===== src/rsa_pkg.sv =====
/*
  Package for the rail strobe assignment block: register offsets, field
  positions, reset values, code ranges and timing counts.
  Assumes a 20 MHz system clock and a simple internal register port.
*/
// Function
// - A four-bit field holding 3h to Ah enables its rail at that strobe.
// - Four-bit codes 0h-2h and Bh-Fh leave the rail outside sequencer control.
// - Backup fields: 1h strobe 1, 2h strobe 2, 0h and 3h uncontrolled.
// - Strobes 1 and 2 run only while the freshness seal flag is 0.
// - Once the seal is broken, backup rails are never disabled by the sequencer.
// - Offset 0x23: buck-boost in bits 7-4, buck three in 3-0, reset 0x8A.
// - Offset 0x24: 1.8 V backup bits 5-4, 1 V bits 1-0, reset 0x12.
// - Offset 0x25: switch bits 7-4, linear regulator bits 3-0, reset 0xA7.
// - Inter-strobe delay is 2 ms with select bit clear, 5 ms when set.
// - Delay factor bit multiplies delays by ten during power-down only.
package rsa_pkg;
  localparam logic [7:0] OFS_BUCK    = 8'h23;
  localparam logic [7:0] OFS_BACKUP  = 8'h24;
  localparam logic [7:0] OFS_SWLDO   = 8'h25;
  localparam logic [7:0] RST_BUCK    = 8'h8A;
  localparam logic [7:0] RST_BACKUP  = 8'h12;
  localparam logic [7:0] RST_SWLDO   = 8'hA7;
  localparam logic [7:0] BACKUP_MASK = 8'h33;
  localparam int HI_LSB = 4;
  localparam int LO_LSB = 0;
  localparam int B18_LSB = 4;
  localparam int B10_LSB = 0;
  localparam logic [3:0] STROBE_MIN_WIDE = 4'h3;
  localparam logic [3:0] STROBE_MAX_WIDE = 4'hA;
  localparam logic [3:0] STROBE_LAST     = 4'hA;
  localparam int NUM_RAILS = 6;
  localparam int CLK_HZ = 20000000;
  localparam int DLY_SHORT_MS = 2;
  localparam int DLY_LONG_MS  = 5;
  localparam int PD_FACTOR    = 10;
  localparam int DLY_SHORT_CYC = CLK_HZ / 1000 * DLY_SHORT_MS;
  localparam int DLY_LONG_CYC  = CLK_HZ / 1000 * DLY_LONG_MS;
  localparam int CNT_W = 24;
endpackage


===== src/rsa_rail_strobe_assignment.sv =====
/*
  Rail strobe assignment: three password-protected registers and a small
  up/down strobe sequencer driving six rail enables.
  Assumes an internal register port on the system clock, an unlock level
  from the password logic, and a seal flag and start pulses from the same
  clock domain.
*/
`timescale 1ns/1ps
module rsa_rail_strobe_assignment #(
  parameter int DLY_SHORT = rsa_pkg::DLY_SHORT_CYC,
  parameter int DLY_LONG  = rsa_pkg::DLY_LONG_CYC
) (
  // Clock and reset
  input  wire logic       i_sys_clk,
  input  wire logic       i_rst,
  // Register port
  input  wire logic       i_reg_wr,
  input  wire logic [7:0] i_reg_addr,
  input  wire logic [7:0] i_reg_wdata,
  output logic      [7:0] o_reg_rdata,
  // Control
  input  wire logic       i_unlocked,
  input  wire logic       i_freshness_seal_flag,
  input  wire logic [9:1] i_step_delay_select,
  input  wire logic       i_powerdown_delay_factor,
  input  wire logic       i_power_up,
  input  wire logic       i_power_down,
  // Rail enables: buck_boost, buck_three, backup_1v8, backup_1v0, switch, ldo
  output logic      [5:0] o_rail_en,
  output logic            o_seq_busy
);
  typedef enum logic [2:0] {
    ST_IDLE  = 3'b001,
    ST_STROBE = 3'b010,
    ST_WAIT  = 3'b100
  } rsa_state_t;

  typedef struct packed {
    rsa_state_t           st;
    logic                 down;
    logic [3:0]           strobe;
    logic [rsa_pkg::CNT_W-1:0] cnt;
    logic [7:0]           buck;
    logic [7:0]           backup;
    logic [7:0]           swldo;
    logic [7:0]           rdata;
    logic [5:0]           en;
    logic                 busy;
  } rsa_regs_t;

  rsa_regs_t  s_r;
  rsa_regs_t  s_nxt;
  logic [5:0] hit;
  logic [2:0] sel;

  rsa_strobe_decode u_dec (
    .i_buck   (s_r.buck),
    .i_backup (s_r.backup),
    .i_swldo  (s_r.swldo),
    .i_strobe (s_r.strobe),
    .o_hit    (hit)
  );

  // One-hot register select: bit 0 buck pair, bit 1 backup pair, bit 2 switch and regulator.
  // Shared by the write path and the read path so both always see the same map.
  function automatic logic [2:0] reg_sel(input logic [7:0] a);
    if (a == rsa_pkg::OFS_BUCK) begin
      reg_sel = 3'h1;
    end else if (a == rsa_pkg::OFS_BACKUP) begin
      reg_sel = 3'h2;
    end else if (a == rsa_pkg::OFS_SWLDO) begin
      reg_sel = 3'h4;
    end else begin
      reg_sel = 3'h0;
    end
  endfunction

  // True on the strobe that closes a pass: the last one going up, strobe 1 going down
  function automatic logic last_strobe(input logic [3:0] s, input logic dn);
    if (dn) begin
      last_strobe = (s == 4'h1);
    end else begin
      last_strobe = (s == rsa_pkg::STROBE_LAST);
    end
  endfunction

  // Strobe that follows s in the current direction
  function automatic logic [3:0] next_strobe(input logic [3:0] s, input logic dn);
    if (dn) begin
      next_strobe = s - 4'h1;
    end else begin
      next_strobe = s + 4'h1;
    end
  endfunction

  // Rail enables after strobe s has been issued
  function automatic logic [5:0] apply_strobe(input logic [5:0] cur, input logic [5:0] h,
                                              input logic [3:0] s, input logic dn,
                                              input logic seal);
    logic [5:0] keep;
    // Backup rails sit at bits 2 and 3; with the seal broken they neither go up nor down
    keep = seal ? 6'h33 : 6'h3F;
    if (s <= 4'h2 && seal) begin
      apply_strobe = cur;
    end else if (!dn) begin
      apply_strobe = cur | h;
    end else begin
      apply_strobe = cur & ~(h & keep);
    end
  endfunction

  function automatic logic [rsa_pkg::CNT_W-1:0] step_delay(input logic [3:0] s, input logic dn,
                                                           input logic [9:1] sel, input logic fct);
    logic [rsa_pkg::CNT_W-1:0] base;
    base = (s >= 4'h1 && s <= 4'h9 && sel[s]) ? rsa_pkg::CNT_W'(DLY_LONG)
                                              : rsa_pkg::CNT_W'(DLY_SHORT);
    // Factor applies on the way down only; power-up timing is untouched
    step_delay = (dn && fct) ? rsa_pkg::CNT_W'(base * rsa_pkg::PD_FACTOR) : base;
  endfunction

  always_comb begin
    s_nxt = s_r;
    sel   = reg_sel(i_reg_addr);
    // Writes ignored while locked; the password logic owns the unlock level
    if (i_reg_wr && i_unlocked) begin
      if (sel[0]) begin
        s_nxt.buck[rsa_pkg::HI_LSB +: 4] = i_reg_wdata[rsa_pkg::HI_LSB +: 4];
        s_nxt.buck[rsa_pkg::LO_LSB +: 4] = i_reg_wdata[rsa_pkg::LO_LSB +: 4];
      end
      if (sel[1]) begin
        // Reserved bits are never stored, so they always read back as zero
        s_nxt.backup = i_reg_wdata & rsa_pkg::BACKUP_MASK;
      end
      if (sel[2]) begin
        s_nxt.swldo[rsa_pkg::HI_LSB +: 4] = i_reg_wdata[rsa_pkg::HI_LSB +: 4];
        s_nxt.swldo[rsa_pkg::LO_LSB +: 4] = i_reg_wdata[rsa_pkg::LO_LSB +: 4];
      end
    end
    // Read data trails the address by one edge and shows the value before a same-cycle write
    if (sel[0]) begin
      s_nxt.rdata = s_r.buck;
    end else if (sel[1]) begin
      s_nxt.rdata = s_r.backup;
    end else if (sel[2]) begin
      s_nxt.rdata = s_r.swldo;
    end else begin
      s_nxt.rdata = 8'h00;
    end

    // Busy is kept in its own flop so the output needs no decode after the state register

    case (s_r.st)
      ST_IDLE: begin
        // Power-up wins when both pulses arrive together
        if (i_power_up) begin
          s_nxt.down   = 1'b0;
          s_nxt.strobe = 4'h1;
          s_nxt.st     = ST_STROBE;
          s_nxt.busy   = 1'b1;
        end else if (i_power_down) begin
          s_nxt.down   = 1'b1;
          s_nxt.strobe = rsa_pkg::STROBE_LAST;
          s_nxt.st     = ST_STROBE;
          s_nxt.busy   = 1'b1;
        end
      end
      ST_STROBE: begin
        // Seal is read live at every strobe, so breaking it mid-pass takes effect at once
        s_nxt.en  = apply_strobe(s_r.en, hit, s_r.strobe, s_r.down, i_freshness_seal_flag);
        s_nxt.cnt = step_delay(s_r.down ? s_r.strobe - 4'h1 : s_r.strobe, s_r.down,
                               i_step_delay_select, i_powerdown_delay_factor);
        if (last_strobe(s_r.strobe, s_r.down)) begin
          s_nxt.st   = ST_IDLE;
          s_nxt.busy = 1'b0;
        end else begin
          s_nxt.st = ST_WAIT;
        end
      end
      ST_WAIT: begin
        // Each step lasts the loaded count plus the strobe cycle itself
        if (s_r.cnt <= rsa_pkg::CNT_W'(1)) begin
          s_nxt.strobe = next_strobe(s_r.strobe, s_r.down);
          s_nxt.st     = ST_STROBE;
        end else begin
          s_nxt.cnt = s_r.cnt - rsa_pkg::CNT_W'(1);
        end
      end
      default: begin
        s_nxt.st   = ST_IDLE;
        s_nxt.busy = 1'b0;
      end
    endcase
  end

  always_ff @(posedge i_sys_clk) begin
    if (i_rst) begin
      s_r        <= '0;
      s_r.st     <= ST_IDLE;
      s_r.buck   <= rsa_pkg::RST_BUCK;
      s_r.backup <= rsa_pkg::RST_BACKUP;
      s_r.swldo  <= rsa_pkg::RST_SWLDO;
    end else begin
      s_r <= s_nxt;
    end
  end

  assign o_reg_rdata = s_r.rdata;
  assign o_rail_en   = s_r.en;
  assign o_seq_busy  = s_r.busy;
endmodule // rsa_rail_strobe_assignment


===== src/rsa_strobe_decode.sv =====
/*
  Rail strobe decoder: turns the stored fields into one enable mask for
  the strobe now being issued. Purely combinational; same clock as caller.
*/
`timescale 1ns/1ps
module rsa_strobe_decode (
  // Fields
  input  wire logic [7:0] i_buck,
  input  wire logic [7:0] i_backup,
  input  wire logic [7:0] i_swldo,
  // Strobe
  input  wire logic [3:0] i_strobe,
  output logic      [5:0] o_hit
);
  function automatic logic wide_hit(input logic [3:0] f, input logic [3:0] s);
    // Codes outside 3h..Ah never match any strobe
    wide_hit = (f >= rsa_pkg::STROBE_MIN_WIDE) && (f <= rsa_pkg::STROBE_MAX_WIDE) && (f == s);
  endfunction

  function automatic logic narrow_hit(input logic [1:0] f, input logic [3:0] s);
    narrow_hit = ((f == 2'h1) && (s == 4'h1)) || ((f == 2'h2) && (s == 4'h2));
  endfunction

  always_comb begin
    o_hit[0] = wide_hit(i_buck[rsa_pkg::HI_LSB +: 4], i_strobe);
    o_hit[1] = wide_hit(i_buck[rsa_pkg::LO_LSB +: 4], i_strobe);
    o_hit[2] = narrow_hit(i_backup[rsa_pkg::B18_LSB +: 2], i_strobe);
    o_hit[3] = narrow_hit(i_backup[rsa_pkg::B10_LSB +: 2], i_strobe);
    o_hit[4] = wide_hit(i_swldo[rsa_pkg::HI_LSB +: 4], i_strobe);
    o_hit[5] = wide_hit(i_swldo[rsa_pkg::LO_LSB +: 4], i_strobe);
  end
endmodule // rsa_strobe_decode


===== config.mk =====
export PLATFORM = sky130hd
export DESIGN_NAME = rsa_rail_strobe_assignment
export DESIGN_NICKNAME = d
export VERILOG_FILES = /design/src/rsa_pkg.sv /design/src/rsa_rail_strobe_assignment.sv /design/src/rsa_strobe_decode.sv
export SDC_FILE = /design/constraint.sdc
export NUM_CORES = 1
export LEC_CHECK = 0
export ABC_AREA = 1
export BUFFER_PORTS_ARGS = -buffer_cell sky130_fd_sc_hd__buf_4
export CORE_UTILIZATION = 53
export DETAILED_ROUTE_END_ITERATION = 12
export PLACE_DENSITY_LB_ADDON = 0.1
export SLEW_MARGIN = 20
export SYNTH_ARGS = -nofsm -noshare
export SYNTH_HDL_FRONTEND = slang
export SYNTH_SLANG_ARGS = --single-unit

===== constraint.sdc =====
create_clock -name i_sys_clk -period 2.3 [get_ports i_sys_clk]
set_input_delay 0.345 -clock i_sys_clk [delete_from_list [all_inputs] [get_ports i_sys_clk]]
set_output_delay 0.345 -clock i_sys_clk [all_outputs]
set_load 0.1 [all_outputs]

# Word level (Yosys, flattened, before mapping)
# Cells that the tools add are included.
[word_totals]
reg_bits = 67
in_bits = 33
[classes]
n_addsub = 3
mul = 1
n_lt_le_gt_ge = 13
n_eq_ne = 21
n_mux = 29
n_bitwise = 6
reduce_logical = 31
[op_table]
columns = ["cell", "count"]
rows = [
  ["one-hot mux 24 bit (2 select lines)", 1],
  ["two-way mux 8 bit", 5],
  ["== test 8 x 6 -> 1 bit, second input constant", 3],
  ["less-or-equal comparator 24 x 1 -> 1 bit, second input constant", 1],
  ["two-way mux 24 bit", 1],
  ["subtractor 24 x 1 -> 24 bit, second input constant", 1],
  ["two-way mux 21 bit", 1],
  ["less-or-equal comparator 4 bit, second input constant", 5],
  ["multiplier 17 x 3 -> 20 bit, second input constant", 1],
  ["logical AND 1 bit", 17],
  ["two-way mux 17 bit", 1],
  ["== test 4 bit", 4],
  [">= comparator 4 x 2 -> 1 bit, second input constant", 4],
  ["two-way mux 4 bit", 4],
  ["two-way mux 3 bit", 5],
  ["AND reduction 2 bit", 7],
  ["AND 6 bit", 2],
  ["one-hot mux 3 bit (3 select lines)", 1],
  ["one-hot mux 4 bit (2 select lines)", 1],
  ["two-way mux 1 bit", 6],
  ["two-way mux 6 bit", 1],
  ["inequality test 2 bit, second input constant", 3],
  ["NOT 6 bit", 1],
  ["OR 6 bit", 1],
  ["20 further kinds", 27],
]

# Depth between registers and ports, before layout
[depth]
word_depth = 9
ltp_mapped = 18
depth_no_buf = 17

# Modules after synthesis
# From an unflattened synthesis, not the netlist that was laid out.
[unflattened]
cells_unflattened = 722
area_unflattened_um2 = 4305.4
[by_module_without_submodules]
columns = ["module", "instances", "cells_per_inst", "area_per_inst_um2"]
rows = [
  ["rsa_rail_strobe_assignment", 1, 601, 3821.2],
  ["rsa_strobe_decode", 1, 121, 484.2],
]

# Worst setup path after synthesis
# No wires, ideal clock.
[synth_path]
kind = "reg-to-reg"
startpoint = "register s_r[63] (netlist bit)"
endpoint = "register s_r[45] (netlist bit)"
setup_ps = 70
t_arrival_ps = 2221
setup_slack_ps = 9
stages_incl_launch_ff = 16
synth_period_minus_slack_ps = 2291
cell_sequence = "dfxtp_1 -> buf_2 -> inv_1 -> ha_1 -> clkbuf_1 -> o21ai_0 -> nand2_1 -> nand2_1 -> nand2_1 -> nand3_1 -> nand2_1 -> inv_1 -> ha_1 -> nor2_1 -> o21ai_0 -> a21oi_1"
[synth_between]
elab_chain_cells = 9
word_cells_on_any_way = 12
[synth_lines]
columns = ["element", "line_no", "text"]
rows = [
  ["start: declaration", "rsa_rail_strobe_assignment.sv:51", "rsa_regs_t s_r;"],
  ["start signal: assignment", "rsa_rail_strobe_assignment.sv:203", "s_r <= s_nxt;"],
  ["subtractor 4 x 1 -> 4 bit", "rsa_rail_strobe_assignment.sv:170", "s_nxt.cnt = step_delay(s_r.down ? s_r.strobe - 4'h1 : s_r.strobe, s_r.down,"],
  ["two-way mux 4 bit *", "rsa_rail_strobe_assignment.sv:170", ""],
  ["binary-select mux 1 bit (select 4 bit) (tied with other cells)", "rsa_rail_strobe_assignment.sv:115", "base = (s >= 4'h1 && s <= 4'h9 && sel[s]) ? rsa_pkg::CNT_W'(DLY_LONG)"],
  ["two-way mux 1 bit (not written as such) or logical AND 1 bit (tied branches)", "rsa_rail_strobe_assignment.sv:115", ""],
  ["logical AND 1 bit *", "rsa_rail_strobe_assignment.sv:115", ""],
  ["two-way mux 17 bit *", "rsa_rail_strobe_assignment.sv:115", ""],
  ["multiplier 17 x 3 -> 20 bit", "rsa_rail_strobe_assignment.sv:118", "step_delay = (dn && fct) ? rsa_pkg::CNT_W'(base * rsa_pkg::PD_FACTOR) : base;"],
  ["two-way mux 21 bit *", "rsa_rail_strobe_assignment.sv:118", ""],
  ["one-hot mux 24 bit (2 select lines) *", "rsa_rail_strobe_assignment.sv:152", "case (s_r.st)"],
]
# Mark *: on every way between the ends. The rest lies on a longest branch, timed or not. The select of a mux whose other input is x is not followed.
# A chain may end at the register's enable or synchronous reset.

# Final worst setup path
[layout_path]
startpoint = "register s_r[63] (netlist bit)"
endpoint = "register s_r[46] (netlist bit)"
# The elaborated chain is that of the path after synthesis.

==> flow_summary.ini <==
[power_and_ir_drop]
peakVddDrop_mv = 0.490
power_mw = 4.35
leakage_nw = 2.34
cellPowerDensity_mw_per_mm2 = 896

[timing]
fin_ws_ns = 0.197
whs_ns = 0.217
finalSetupViolations = 0
rsz0062_at_grt = false
finalCriticalPeriod_ns = 2.10
worst_pin_slew_ns = 0.638
hold_viol_final = 0
clock.fmax_mhz = 476
clock-skew-final_ns = 0.00756
finalCritPeriodShare_pct = 91.4
maxSlewHeadroom_pct = 57.4
tns_ns = 0
final-max-slew-violation-count = 0

[synth]
synth_top_cell_area_share_pct = 31.4
syn_avg_cell_area_um2 = 6.65
synth_top_area_cell = dfxtp_1
async_reset_ff_share_pct = 0
ys.flop_type = dfxtp_1
synth-edff-count = 0
synth.top_cells.by_area = dfxtp_1 31%, nand2_1 13%, nor2_1 7.5%
synth_cell_types = 46
synth_cells = 643
synth_nets = 687
synth-seq-cells = 67
ys_seq_area_share_pct = 31.4
netlist_area_mm2 = 0.00428
ys_warn_count = 0

[clock_tree]
htree_levels = 3
cts_tree = built
clock-root-buffer = clkbuf_8
numCtsBuffers = 9
clock_path_buffers = 2
cts_setup_buffers = 0
cts_hold_buffers = 0
cts.sinks = 67
clkLatencyLatePin_ns = 0.35
cts-resized-gates = 0
path_clk_slew_ns = 0.08

[setup_path]
crit_top_cell = nand2_1
critPathTopFamily = simple AND/OR/NAND/NOR gates
cp.depth = 17
crit_fanout = 4
setup.worst_path.end_class = register
worstSetupPathType = register to register
reg2regPathDepth = 17
crit_arrival_ns = 2.34
cp.required_ns = 2.54
crit_chain = inv_1 -> ha_1 -> inv_1 -> nand2_1 -> nand2_2 -> inv_1 -> nand2_1 -> nand2_1 -> nand2_1 -> nand3_1 -> nand2_2 -> inv_1 -> ha_1 -> nor2_1 -> a21oi_1 -> nand2_1 -> a21oi_1
cp_slowest_cell = dfxtp_2
max_stage_delay_ns = 0.33
regToRegSetupSlack_ns = 0.20
critPathLaunchType = register
crit_buf_inv = 4

[route]
wl_per_cell_um = 14.1
via_count = 4248
drcViolationCount = 0
drt-initial-drc-count = 327
firstDrtPassIters = 5
antenna_left = 0
wl_mm = 11.1
via_per_inst = 5.41

[floorplan]
coreArea_mm2 = 0.00777
start_util_pct = 55.1
die_w_um = 91.8
core.rowCount = 32
io_pins = 48
die_h_um = 91.8
die_area_mm2 = 0.00843

[placed_design]
pre_cts_ws_ns = 0.159
dpl_cell_area_mm2 = 0.00460
port_buffers = 47
dp_hpwl_mm = 8.29
gp_congestion = 0.912

[status]
status = finished, final reports clean

[flow_run]
drv_cap = 0

[finish]
n_antenna_cell = 0
drive_above_1_share_pct = 16.3
finish.instance_area_mm2 = 0.00486
area_growth_pct = 13.6
num-nets-final = 722

[global_routing]
first_global_vias = 3986
antenna_found_initial = 0
grt_max_degree = 34
grt_first_pass_wirelength_mm = 18.7
grt_overflow_total = 0
grt.total_usage_pct = 28.1

[hold_path]
hold_path_class = input pin to register
min_path_cells = 3
## worst paths after layout
kind                       start       end
setup reg to reg         s_r[63]   s_r[46]
setup / recovery         s_r[63]   s_r[46]
hold reg to reg         register  register
hold / removal    i_reg_wdata[2]   s_r[17]
## flip-flops by register name (all words and copies together) (netlist names), named ones only
name         count
o_seq_busy       1
o_rail_en        2
o_reg_rdata      8
s_r             52
## worst reg2reg max path, stage by stage, from the launching register on
cell and delay [ns]:
dfxtp_2 0.33, inv_1 0.06, ha_1 0.29, inv_1 0.08
nand2_1 0.08, nand2_2 0.09, inv_1 0.06, nand2_1 0.05
nand2_1 0.05, nand2_1 0.05, nand3_1 0.11, nand2_2 0.11
inv_1 0.04, ha_1 0.28, nor2_1 0.13, a21oi_1 0.05
nand2_1 0.07, a21oi_1 0.06
## per-stage QoR
step           utilization [%]  cells
2_1_floorplan                -    643
3_5_place_dp              59.2    769
6_report                  62.6    785
3_3_place_gp              59.2    769
4_1_cts                   62.5    785
5_1_grt                   62.6    785
## area by class of cell
type                       instances  area, um2
multi-input combinational        461       2400
tap                              102        128
clock buffer                      10        138
sequential                        67       1340
clock inverter                     6        111
inverter                          80        300
fill                             748       2910
timing repair buffer              59        443
## Yosys cell counts, types with 5 or more instances
| cell | n |
|---|---|
| a21oi_1 | 54 |
| buf_2 | 9 |
| buf_4 | 15 |
| buf_6 | 5 |
| clkbuf_1 | 5 |
| dfxtp_1 | 67 |
| ha_1 | 11 |
| inv_1 | 75 |
| nand2_1 | 143 |
| nand3_1 | 29 |
| nand4_1 | 8 |
| nor2_1 | 85 |
| nor3_1 | 10 |
| o21ai_0 | 47 |
| xnor2_1 | 7 |
| xor2_1 | 11 |
## report_power, final
group | switching, mW | internal, mW
Sequential | 0.0807 | 1.24
Combinational | 1.15 | 0.644
Clock | 0.488 | 0.751
Total | 1.72 | 2.63
## routing by layer
layer / GRT usage (%) / wire length (um) / share of wire [%] / vias to the layer above
met1: 39.9 / 5470 / 49 / 1951
met5: 0 / 0 / 0 / -
met4: 10.8 / 228 / 2.1 / 0
li1: - / - / - / 2125
met2: 43.1 / 4730 / 43 / 149
met3: 4.06 / 676 / 6.1 / 23
## layout by cell type (no fill, tap or decap), types with 3 or more instances in the layout
| cell | n |
|---|---|
| ha_1 | 10 |
| nand3_1 | 29 |
| a211oi_1 | 3 |
| o21ai_1 | 4 |
| nor2_4 | 3 |
| o21bai_1 | 3 |
| nor2_2 | 4 |
| a21oi_2 | 4 |
| nor3_1 | 10 |
| nand2_2 | 6 |
| nor2_1 | 85 |
| o21ai_0 | 47 |
| nand2_4 | 3 |
| xor2_1 | 11 |
| bufinv_16 | 3 |
| dfxtp_1 | 66 |
| xnor2_1 | 7 |
| o221ai_1 | 3 |
| buf_4 | 59 |
| inv_1 | 75 |
| nand4_1 | 8 |
| nand2_1 | 141 |
| inv_2 | 4 |
| a21oi_1 | 54 |
| clkbuf_8 | 10 |
## logic make-up (layout without fill, tap and decap cells)
| family | after synthesis | after routing | synth area share, % |
|---|---|---|---|
| AO/OA/AOI/OAI | 129 | 129 | 17.2 |
| XOR/XNOR | 18 | 18 | 3.69 |
| adder cells (fa/ha/maj) | 11 | 11 | 3.22 |
| buffers and inverters | 115 | 155 | 12.8 |
| flip-flops | 67 | 67 | 31.4 |
| multiplexers | 1 | 1 | 0.234 |
| AND/OR/NAND/NOR | 302 | 302 | 31.5 |
Power figures use the tool's default switching activity.
